## src/pprf_pkg.sv

```systemverilog
// package: register map, field layout and bus carrier of the paged register file
// Summary of operation
// sixteen registers selected by four-bit address
// addresses zero to seven are fixed base registers
// addresses eight to fifteen follow selected page
// selected page comes from base register seven
// base registers behave alike on every page
// reserved registers and fields read as zero
// pages two to six read all zero
// page write governs only later paged accesses
package pprf_pkg;

	// sizes of the register file and the bus
	localparam int unsigned PPRF_NUM_REGS  = 16;
	localparam int unsigned PPRF_REG_AW    = 4;
	localparam int unsigned PPRF_ADR_W     = 8;
	localparam int unsigned PPRF_NUM_BANKS = 3;
	localparam int unsigned PPRF_PAGE_REGS = 8;

	// register indices, byte address is four times the index
	localparam logic [3:0] PPRF_IDX_NODE_ID   = 4'h0;
	localparam logic [3:0] PPRF_IDX_GAP_CTRL  = 4'h1;
	localparam logic [3:0] PPRF_IDX_EXT_PORTS = 4'h2;
	localparam logic [3:0] PPRF_IDX_SPEED     = 4'h3;
	localparam logic [3:0] PPRF_IDX_LINK_PWR  = 4'h4;
	localparam logic [3:0] PPRF_IDX_INT_EN    = 4'h5;
	localparam logic [3:0] PPRF_IDX_LEGACY    = 4'h6;
	localparam logic [3:0] PPRF_IDX_PAGE_SEL  = 4'h7;
	localparam logic [3:0] PPRF_IDX_PAGED_LO  = 4'h8;

	// byte-address fields of the wishbone address
	localparam int unsigned PPRF_ADR_IDX_LSB = 2;
	localparam int unsigned PPRF_ADR_IDX_MSB = 5;
	localparam int unsigned PPRF_ADR_TOP_LSB = 6;

	// page numbers
	localparam logic [2:0] PPRF_PAGE_RSVD_LO = 3'h2;
	localparam logic [2:0] PPRF_PAGE_RSVD_HI = 3'h6;
	localparam logic [2:0] PPRF_PAGE_ONE     = 3'h1;
	localparam logic [1:0] PPRF_BANK_P0      = 2'h0;
	localparam logic [1:0] PPRF_BANK_P1      = 2'h1;
	localparam logic [1:0] PPRF_BANK_P7      = 2'h2;

	// field positions (lsb of each field)
	localparam int unsigned PPRF_RHB_BIT    = 7;
	localparam int unsigned PPRF_IBR_BIT    = 6;
	localparam int unsigned PPRF_SREN_BIT   = 4;
	localparam int unsigned PPRF_LCTRL_BIT  = 7;
	localparam int unsigned PPRF_C_BIT      = 6;
	localparam int unsigned PPRF_BLINK_BIT  = 4;
	localparam int unsigned PPRF_BRIDGE_LSB = 2;
	localparam int unsigned PPRF_PAGE_LSB   = 5;
	localparam int unsigned PPRF_PORT_LSB   = 0;

	// fixed values and values after reset
	localparam logic [5:0] PPRF_GAP_RST     = 6'h3f;
	localparam logic [2:0] PPRF_EXT_VAL     = 3'h7;
	localparam logic [3:0] PPRF_NPORTS_VAL  = 4'h3;
	localparam logic [2:0] PPRF_SPEED_VAL   = 3'h7;
	localparam logic [3:0] PPRF_DELAY_VAL   = 4'hf;
	localparam logic [2:0] PPRF_JITTER_VAL  = 3'h0;
	localparam logic [7:0] PPRF_BYTE_RST    = 8'h00;
	localparam logic [1:0] PPRF_RESETS_LIM  = 2'h2;

	// wishbone request from the master
	typedef struct packed {
		logic        cyc;
		logic        stb;
		logic        we;
		logic [7:0]  adr;
		logic [3:0]  sel;
		logic [31:0] dat;
	} pprf_wb_req_t;

	// true for a page whose paged registers are all reserved
	function automatic logic pprf_page_rsvd(input logic [2:0] page);
		return (page >= PPRF_PAGE_RSVD_LO) && (page <= PPRF_PAGE_RSVD_HI);
	endfunction : pprf_page_rsvd

endpackage : pprf_pkg

```

## src/pprf_regfile.sv

```systemverilog
// module: paged register file of the transceiver, wishbone top
//
// The Wishbone interface to the registers was left to the implementer.
`timescale 1ns/100ps
module pprf_regfile #(
	parameter logic [2:0] LEGACY_SPD = 3'h0 // max legacy speed field
) (
	// clock and reset
	input  wire logic                   clk_i,
	input  wire logic                   rst_i,
	// wishbone slave
	input  wire pprf_pkg::pprf_wb_req_t wb_req_i,
	output logic                        wb_ack_o,
	output logic [31:0]                 wb_dat_o,
	// node state from the arbiter
	input  wire logic [5:0]             phy_id_i,
	input  wire logic                   root_i,
	input  wire logic                   cps_pin_i,
	input  wire logic                   blink_i,
	input  wire logic                   bus_reset_i,
	// control to the arbiter
	output logic                        root_holdoff_o,
	output logic                        bus_reset_req_o,
	output logic [5:0]                  gap_count_o,
	output logic                        standby_en_o,
	output logic                        link_active_o,
	output logic                        contender_o,
	output logic [2:0]                  pwr_class_o,
	output logic [7:0]                  int_enables_o,
	output logic [1:0]                  bridge_o,
	output logic [2:0]                  page_o,
	output logic [3:0]                  port_sel_o
);
	import pprf_pkg::*;

	// handshake
	logic        take;       // request taken this edge
	logic        commit;     // write lands this edge
	logic [3:0]  idx;        // register index
	logic        mapped;     // inside the register window
	// decode
	logic        is_base;    // index is a base register
	logic        page_live;  // paged index backed by storage
	logic [1:0]  bank;       // storage bank of the page
	// writable state
	logic        rhb_q;      // root holdoff
	logic        ibr_q;      // bus reset request
	logic [5:0]  gap_q;      // arbitration gap count
	logic [1:0]  resets_q;   // bus resets without gap write
	logic        sren_q;     // standby enable
	logic        lctrl_q;    // link active
	logic        cont_q;     // contender
	logic [2:0]  pwr_q;      // power class
	logic [7:0]  inten_q;    // interrupt and feature enables
	logic [1:0]  bridge_q;   // bridge field
	logic [2:0]  page_q;     // selected page
	logic [3:0]  port_q;     // selected port
	// paged storage, pages 0, 1 and 7
	logic [7:0]  page_mem_q [PPRF_NUM_BANKS][PPRF_PAGE_REGS];
	// cable power synchroniser
	logic        cps_meta_q; // first stage
	logic        cps_q;      // settled level
	// read path
	logic [7:0]  rd_byte;    // byte selected for reading
	logic [31:0] dat_q;      // registered read data
	logic [7:0]  wr_byte;    // write data lane 0
	// write strobes of the writable base registers
	logic        wr_gap;     // register one written
	logic        wr_speed;   // register three written
	logic        wr_link;    // register four written
	logic        wr_inten;   // register five written
	logic        wr_legacy;  // register six written
	logic        wr_page;    // register seven written
	// helpers for the checks below
	logic [2:0]  wr_pg_val;  // page field of the write data
	logic [3:0]  wr_pt_val;  // port field of the write data
	logic [7:0]  p0_byte;    // page zero byte at the index

	assign wr_byte = wb_req_i.dat[7:0];

	// a write to register which lands on this edge
	function automatic logic wr_hit(input logic cm, input logic mp,
		input logic [3:0] ix, input logic [3:0] which);
		return cm && mp && (ix == which);
	endfunction : wr_hit

	// one strobe per writable base register
	assign wr_gap    = wr_hit(commit, mapped, idx, PPRF_IDX_GAP_CTRL);
	assign wr_speed  = wr_hit(commit, mapped, idx, PPRF_IDX_SPEED);
	assign wr_link   = wr_hit(commit, mapped, idx, PPRF_IDX_LINK_PWR);
	assign wr_inten  = wr_hit(commit, mapped, idx, PPRF_IDX_INT_EN);
	assign wr_legacy = wr_hit(commit, mapped, idx, PPRF_IDX_LEGACY);
	assign wr_page   = wr_hit(commit, mapped, idx, PPRF_IDX_PAGE_SEL);

	// values the checks compare against
	assign wr_pg_val = wr_byte[PPRF_PAGE_LSB +: 3];
	assign wr_pt_val = wr_byte[PPRF_PORT_LSB +: 4];
	assign p0_byte   = page_mem_q[PPRF_BANK_P0][idx[2:0]];

	// bus handshake
	pprf_wb_port u_port (
		.clk_i    (clk_i),
		.rst_i    (rst_i),
		.wb_req_i (wb_req_i),
		.ack_o    (wb_ack_o),
		.take_o   (take),
		.commit_o (commit),
		.idx_o    (idx),
		.mapped_o (mapped)
	);

	// page decode of the current index
	pprf_page_map u_map (
		.idx_i  (idx),
		.page_i (page_q),
		.base_o (is_base),
		.live_o (page_live),
		.bank_o (bank)
	);

	// cable power pin into the clock domain
	always_ff @(posedge clk_i) begin
		if (rst_i) begin
			cps_meta_q <= 1'b0;
			cps_q      <= 1'b0;
		end else begin
			cps_meta_q <= cps_pin_i;
			cps_q      <= cps_meta_q;
		end
	end

	// root holdoff, only a register write changes it
	always_ff @(posedge clk_i) begin
		if (rst_i) begin
			rhb_q <= 1'b0;
		end else if (wr_gap) begin
			rhb_q <= wr_byte[PPRF_RHB_BIT];
		end
	end

	// bus reset request, cleared when the bus reset happens
	always_ff @(posedge clk_i) begin
		if (rst_i) begin
			ibr_q <= 1'b0;
		end else if (wr_gap && wr_byte[PPRF_IBR_BIT]) begin
			ibr_q <= 1'b1; // new request wins over the clear
		end else if (bus_reset_i) begin
			ibr_q <= 1'b0;
		end
	end

	// gap count, back to its default after two unbroken bus resets
	always_ff @(posedge clk_i) begin
		if (rst_i) begin
			gap_q    <= PPRF_GAP_RST;
			resets_q <= 2'h0;
		end else if (wr_gap) begin
			gap_q    <= wr_byte[5:0];
			resets_q <= 2'h0;
		end else if (bus_reset_i) begin
			if (resets_q == PPRF_RESETS_LIM - 2'h1) begin
				gap_q    <= PPRF_GAP_RST;
				resets_q <= 2'h0;
			end else begin
				resets_q <= resets_q + 2'h1;
			end
		end
	end

	// writable bits of registers three and four
	always_ff @(posedge clk_i) begin
		if (rst_i) begin
			sren_q  <= 1'b0;
			lctrl_q <= 1'b0;
			cont_q  <= 1'b0;
			pwr_q   <= 3'h0;
		end else if (wr_speed) begin
			sren_q <= wr_byte[PPRF_SREN_BIT];
		end else if (wr_link) begin
			lctrl_q <= wr_byte[PPRF_LCTRL_BIT];
			cont_q  <= wr_byte[PPRF_C_BIT];
			pwr_q   <= wr_byte[2:0]; // jitter bits stay fixed
		end
	end

	// enables and bridge field
	always_ff @(posedge clk_i) begin
		if (rst_i) begin
			inten_q  <= PPRF_BYTE_RST;
			bridge_q <= 2'h0;
		end else if (wr_inten) begin
			inten_q <= wr_byte;
		end else if (wr_legacy) begin
			bridge_q <= wr_byte[PPRF_BRIDGE_LSB +: 2];
		end
	end

	// page and port select, reserved bit dropped
	always_ff @(posedge clk_i) begin
		if (rst_i) begin
			page_q <= 3'h0;
			port_q <= 4'h0;
		end else if (wr_page) begin
			page_q <= wr_byte[PPRF_PAGE_LSB +: 3];
			port_q <= wr_byte[PPRF_PORT_LSB +: 4];
		end
	end

	// paged storage, writes to reserved pages are dropped
	always_ff @(posedge clk_i) begin
		if (rst_i) begin
			for (int b = 0; b < PPRF_NUM_BANKS; b++) begin
				for (int r = 0; r < PPRF_PAGE_REGS; r++) begin
					page_mem_q[b][r] <= PPRF_BYTE_RST;
				end
			end
		end else if (commit && mapped && page_live) begin
			page_mem_q[bank][idx[2:0]] <= wr_byte;
		end
	end

	// read multiplexer, reserved places give zero
	always_comb begin
		rd_byte = 8'h00;
		if (!mapped) begin
			rd_byte = 8'h00; // outside the window
		end else if (is_base) begin
			case (idx) // page never consulted here
				PPRF_IDX_NODE_ID:   rd_byte = {phy_id_i, root_i, cps_q};
				PPRF_IDX_GAP_CTRL:  rd_byte = {rhb_q, ibr_q, gap_q};
				PPRF_IDX_EXT_PORTS: rd_byte = {PPRF_EXT_VAL, 1'b0,
					PPRF_NPORTS_VAL};
				PPRF_IDX_SPEED:     rd_byte = {PPRF_SPEED_VAL, sren_q,
					PPRF_DELAY_VAL};
				PPRF_IDX_LINK_PWR:  rd_byte = {lctrl_q, cont_q,
					PPRF_JITTER_VAL, pwr_q};
				PPRF_IDX_INT_EN:    rd_byte = inten_q;
				PPRF_IDX_LEGACY:    rd_byte = {LEGACY_SPD, blink_i,
					bridge_q, 2'h0};
				PPRF_IDX_PAGE_SEL:  rd_byte = {page_q, 1'b0, port_q};
				default:            rd_byte = 8'h00;
			endcase
		end else if (page_live) begin
			rd_byte = page_mem_q[bank][idx[2:0]];
		end else begin
			rd_byte = 8'h00; // reserved page
		end
	end

	// read data captured when the request is taken
	always_ff @(posedge clk_i) begin
		if (rst_i) begin
			dat_q <= 32'h0000_0000;
		end else if (take) begin
			dat_q <= {24'h00_0000, rd_byte};
		end
	end

	// outputs
	assign wb_dat_o        = dat_q;
	assign root_holdoff_o  = rhb_q;
	assign bus_reset_req_o = ibr_q;
	assign gap_count_o     = gap_q;
	assign standby_en_o    = sren_q;
	assign link_active_o   = lctrl_q;
	assign contender_o     = cont_q;
	assign pwr_class_o     = pwr_q;
	assign int_enables_o   = inten_q;
	assign bridge_o        = bridge_q;
	assign page_o          = page_q;
	assign port_sel_o      = port_q;
endmodule : pprf_regfile

```

## src/pprf_wb_port.sv

```systemverilog
// module: classic wishbone slave handshake for the register file
`timescale 1ns/100ps
module pprf_wb_port (
	// clock and reset
	input  wire logic                clk_i,
	input  wire logic                rst_i,
	// bus request
	input  wire pprf_pkg::pprf_wb_req_t wb_req_i,
	// handshake results
	output logic                     ack_o,
	output logic                     take_o,
	output logic                     commit_o,
	output logic [3:0]               idx_o,
	output logic                     mapped_o
);
	import pprf_pkg::*;

	logic ack_q; // acknowledge, one cycle per request
	logic live;  // request present on the bus

	// request present while cyc and stb stand
	assign live = wb_req_i.cyc & wb_req_i.stb;
	// request taken on the edge where ack is still low
	assign take_o = live & ~ack_q;
	// a write lands on the edge at which the master sees ack
	assign commit_o = live & ack_q & wb_req_i.we & wb_req_i.sel[0];
	// word index inside the sixteen-register window
	assign idx_o = wb_req_i.adr[PPRF_ADR_IDX_MSB:PPRF_ADR_IDX_LSB];
	// anything above the window is unmapped
	assign mapped_o = (wb_req_i.adr[PPRF_ADR_W-1:PPRF_ADR_TOP_LSB] == 2'h0);
	assign ack_o = ack_q;

	// ack rises one cycle after take and drops the cycle after
	always_ff @(posedge clk_i) begin
		if (rst_i) begin
			ack_q <= 1'b0;
		end else begin
			ack_q <= take_o;
		end
	end

endmodule : pprf_wb_port

```

## src/pprf_page_map.sv

```systemverilog
// module: maps a register index and page number onto storage
`timescale 1ns/100ps
module pprf_page_map (
	// access
	input  wire logic [3:0] idx_i,
	input  wire logic [2:0] page_i,
	// decode
	output logic            base_o,
	output logic            live_o,
	output logic [1:0]      bank_o
);
	import pprf_pkg::*;

	// low half is the fixed base set
	assign base_o = (idx_i < PPRF_IDX_PAGED_LO);
	// paged slot backed by storage only on pages 0, 1 and 7
	assign live_o = ~base_o & ~pprf_page_rsvd(page_i);

	// bank select for the live pages
	always_comb begin
		case (page_i)
			3'h0:         bank_o = PPRF_BANK_P0;
			PPRF_PAGE_ONE: bank_o = PPRF_BANK_P1;
			default:      bank_o = PPRF_BANK_P7;
		endcase
	end

endmodule : pprf_page_map

```

## config.mk

```make
export PLATFORM = sky130hd
export DESIGN_NAME = pprf_regfile
export DESIGN_NICKNAME = d
export VERILOG_FILES = /design/src/pprf_pkg.sv /design/src/pprf_regfile.sv /design/src/pprf_wb_port.sv /design/src/pprf_page_map.sv
export SDC_FILE = /design/constraint.sdc
export NUM_CORES = 1
export LEC_CHECK = 0
export BUFFER_PORTS_ARGS = -buffer_cell sky130_fd_sc_hd__buf_2
export CORE_UTILIZATION = 52
export DETAILED_ROUTE_END_ITERATION = 8
export GPL_TIMING_DRIVEN = 1
export PLACE_DENSITY = 0.74
export SYNTH_ARGS = -nofsm -noshare
export SYNTH_HDL_FRONTEND = slang
export SYNTH_SLANG_ARGS = --single-unit
```

## constraint.sdc

```tcl
create_clock -name clk_i -period 2 [get_ports clk_i]
set_input_delay 0.1 -clock clk_i [delete_from_list [all_inputs] [get_ports clk_i]]
set_output_delay 0.1 -clock clk_i [all_outputs]
set_load 0.005 [all_outputs]
```

==> results_dict.tcl <==
set metrics [dict create \
    outcome "complete, but fails checks" \
    violations "negative setup slack" \
    drtPass1Iterations 7 \
    timing.critical_path.to "page_mem_q[0][34]" \
    cts_buffers 25 \
    dp_hpwl_mm 21.6 \
    path_class "flop to flop" \
    die_height_um 148 \
    skew_ns 0.0103 \
    gp_congestion 0.926 \
    cp.required_ns 2.23 \
    ant_nets 0 \
    finalSetupViolCount 245 \
    syn_avg_cell_area_um2 12.0 \
    fin_crit_sh_pct 107 \
    placementRows 52 \
    power_density_nw_per_um2 824 \
    synthArstFlopShare_pct 0 \
    timing.final.crit_period_ns 2.13 \
    hold_violations 0 \
    cts-root-buf "clkbuf_16" \
    swShare_pct 21.8 \
    drt_wl_total_mm 32.1 \
    worstMarginPinSlew_ns 0.662 \
    vias 8223 \
    crit_path_start_kind "flop" \
    cp-startpoint "u_port.ack_o" \
    synth_ff_type "edfxtp_1" \
    cp_max_fo 8 \
    synthDistinctLibCells 64 \
    max_freq_ghz 0.469 \
    cap_violations 0 \
    cts_htree_levels 1 \
    grt_util_all_layers_pct 29.2 \
    p_switching_uw 2450 \
    post_drt_wl_per_cell_um 23.7 \
    fillers 1444 \
    p_seq_share_pct 48.7 \
    synth_edf_count 192 \
    drc 0 \
    clk_path_buf_depth 3 \
    hold_class "primary input to flop" \
    syn_to_final_growth_pct 23.8 \
    core_um2 20500 \
    place_area_um2 12400 \
    worstSetupEndpointType "flop" \
    overflow 0 \
    drv_slew 0 \
    antenna_found_initial 0 \
    r2r_cells 8 \
    synth.cell_area_um2 11000 \
    synth_seq_cells 236 \
    vias_per_cell 6.06 \
    grt_pass1_vias 7845 \
    synth_cells 918 \
    final_nets 1126 \
    hold_start "wb_req_i[4]" \
    initialDrtViolationCount 978 \
    reg2reg_from "u_port.ack_o" \
    grt_pass1_wl_mm 47.0 \
    p_int_uw 8790 \
    setup_slack_ns -0.133 \
    start_util_pct 53.7 \
    crit_arrival_ns 2.37 \
    pwr-share-clk_pct 44.5 \
    synth_warnings 0 \
    clock_latency_ns 0.52 \
    grt_max_degree 74 \
    drive_above_1_share_pct 28.2 \
    irDropWorstVdd_v 0.000560 \
    fin_setup_tns_ns -16.58 \
    r2r_end "page_mem_q[0][34]" \
    cts_tree "done" \
    power_leakage_uw 0.00519 \
    finalInstanceArea_um2 13600 \
    combinationalPowerShare_pct 6.8 \
    insertedDiodeCount 0 \
    max-slew-margin-rel_pct 55.3 \
    cts_num_sinks 236 \
    portBuffers 69 \
    io_pins 123 \
    ys_seq_area_share_pct 60.4 \
    die_w_um 148 \
    path_clk_slew_ns 0.07 \
    rrSetupSlack_ns -0.13 \
    rsz0062_at_grt "true" \
    dieArea_um2 21800 \
]
## per-layer routing
layer	track usage (%)	wire [um]	part of all wire [%]	up-vias
met5	0	0	0	-
li1	-	-	-	3619
met2	45.5	14800	46	535
met3	6.14	3540	11	108
met1	40.0	12300	38	3961
met4	12.5	1540	4.8	0
## repair_timing
item / in CTS / in global routing
gates resized for setup: 14 / 62
pin swaps: 0 / 12
endpoints found under the setup margin: 80 / 259
setup buffers: 0 / 1
hold buffers: 2 / 0
endpoints found under the hold margin: 4 / 0
## flip-flops by register name (all words and copies together) (netlist names)
signal	count
page_mem_q	192
int_enables_o	8
wb_dat_o	8
gap_count_o	6
port_sel_o	4
page_o	3
pwr_class_o	3
bridge_o	2
resets_q	2
bus_reset_req_o	1
contender_o	1
cps_meta_q	1
cps_q	1
link_active_o	1
root_holdoff_o	1
standby_en_o	1
u_port.ack_o	1
## metrics by stage
stage	hold WS, ns	util [%]	instances	power [uW]	setup slack, ns
5_1_grt	0.0444	66.5	1356	11500	-0.181
2_1_floorplan	0.228	-	941	5950	0.0280
4_1_cts	0.00829	65.2	1355	11200	-0.00460
3_5_place_dp	0.329	60.5	1307	6280	-0.0314
3_3_place_gp	0.308	60.5	1307	6260	0.0371
6_report	0.0511	66.5	1356	11200	-0.133
## cells in the mapped netlist, types with 3 or more instances
cell      count  share of area, %
a31o_2        4              0.32
a21o_1        3              0.20
nand2_2       8              0.45
o21ai_0      51               2.3
a21oi_1      53               2.4
clkbuf_1     26              0.89
o221ai_1      3              0.24
nand2b_1     10              0.57
buf_2        17              0.77
mux4_1        9               2.1
and3_1        7              0.40
a22oi_1       8              0.55
nor2b_1      13              0.74
o21bai_1      6              0.41
or3_1         3              0.17
a211oi_1      8              0.55
nor2_1      114               3.9
nor3_1       17              0.77
edfxtp_1    192                52
buf_4        30               2.0
a221oi_1      5              0.40
a31oi_1       4              0.23
a311oi_1      3              0.24
mux2i_1      47               4.3
mux4_2       12               2.5
dfxtp_1      44               8.0
mux2_2        3              0.31
nor2_2        4              0.23
inv_1        13              0.44
buf_6         7              0.72
o22ai_1       3              0.17
or2_2         9              0.51
nand3_1      15              0.68
o211ai_1      5              0.34
nand2_1      60               2.0
and2_1       64               3.6
## final cells by class
| type | count | area, um2 | share of cell area, % |
|---|---|---|---|
| Timing Repair Buffer | 182 | 1550 | 11.4 |
| Tap cell | 270 | 338 | 2.48 |
| Sequential cell | 236 | 6650 | 48.8 |
| Clock buffer | 28 | 637 | 4.67 |
| Inverter | 13 | 66.3 | 0.487 |
| Clock inverter | 18 | 256 | 1.88 |
| Multi-Input combinational cell | 609 | 4130 | 30.3 |
## critical path, stage by stage (launching register included)
cell and delay, ns:
dfxtp_2 0.34, nand3_2 0.09, nor4_4 0.46, nand3_2 0.21
nor2_4 0.16, buf_6 0.14, nand2_1 0.12, nand2b_1 0.17
buf_12 0.14
## worst min-delay path by stage
| stage | cells past startpoint | endpoint | slack, ns |
|---|---|---|---|
| after floorplan | 1 | cps_meta_q | 0.23 |
| after global placement | 2 | cps_meta_q | 0.31 |
| after detailed placement | 2 | cps_meta_q | 0.33 |
| after CTS | 3 | int_enables_o[4] | 0.008 |
| after global routing | 3 | contender_o | 0.04 |
| final | 3 | int_enables_o[4] | 0.05 |
## power groups by stage
stage / logic, uW / registers, uW / clock network [uW]
2_1_floorplan: 402 / 5550 / 0
3_3_place_gp: 695 / 5570 / 0
3_5_place_dp: 702 / 5570 / 0
4_1_cts: 720 / 5470 / 5030
5_1_grt: 795 / 5480 / 5220
6_report: 763 / 5470 / 5000
## kinds of logic (layout without fill, tap and decap cells)
kind of cell | Yosys count | count (layout) | synth area share, %
compound gates | 176 | 176 | 10.1
xor+xnor | 1 | 1 | 0.0796
simple gates | 337 | 337 | 15.2
mux | 71 | 71 | 9.18
buf+inv | 96 | 241 | 5.07
flops | 236 | 236 | 60.4
other cells | 1 | 24 | 0.0341
## placed cells by master (no fill, tap or decap), types with 6 or more instances in the layout
cell type,count
nor2_1,108
edfxtp_1,192
buf_4,75
a21oi_1,53
buf_12,24
nor2b_1,12
o21ai_0,51
and2_1,64
nand3_1,11
mux2i_1,45
buf_6,11
a211oi_1,8
clkinvlp_4,10
inv_1,6
buf_2,69
o21bai_1,6
or2_4,9
dfxtp_1,42
and3_1,7
nor2_2,6
conb_1,24
nand2_1,58
mux4_1,8
mux4_2,13
clkbuf_16,25
nand2_4,7
nor3_1,16
bufinv_16,6
Note: power is estimated with default switching activity, not from simulation.
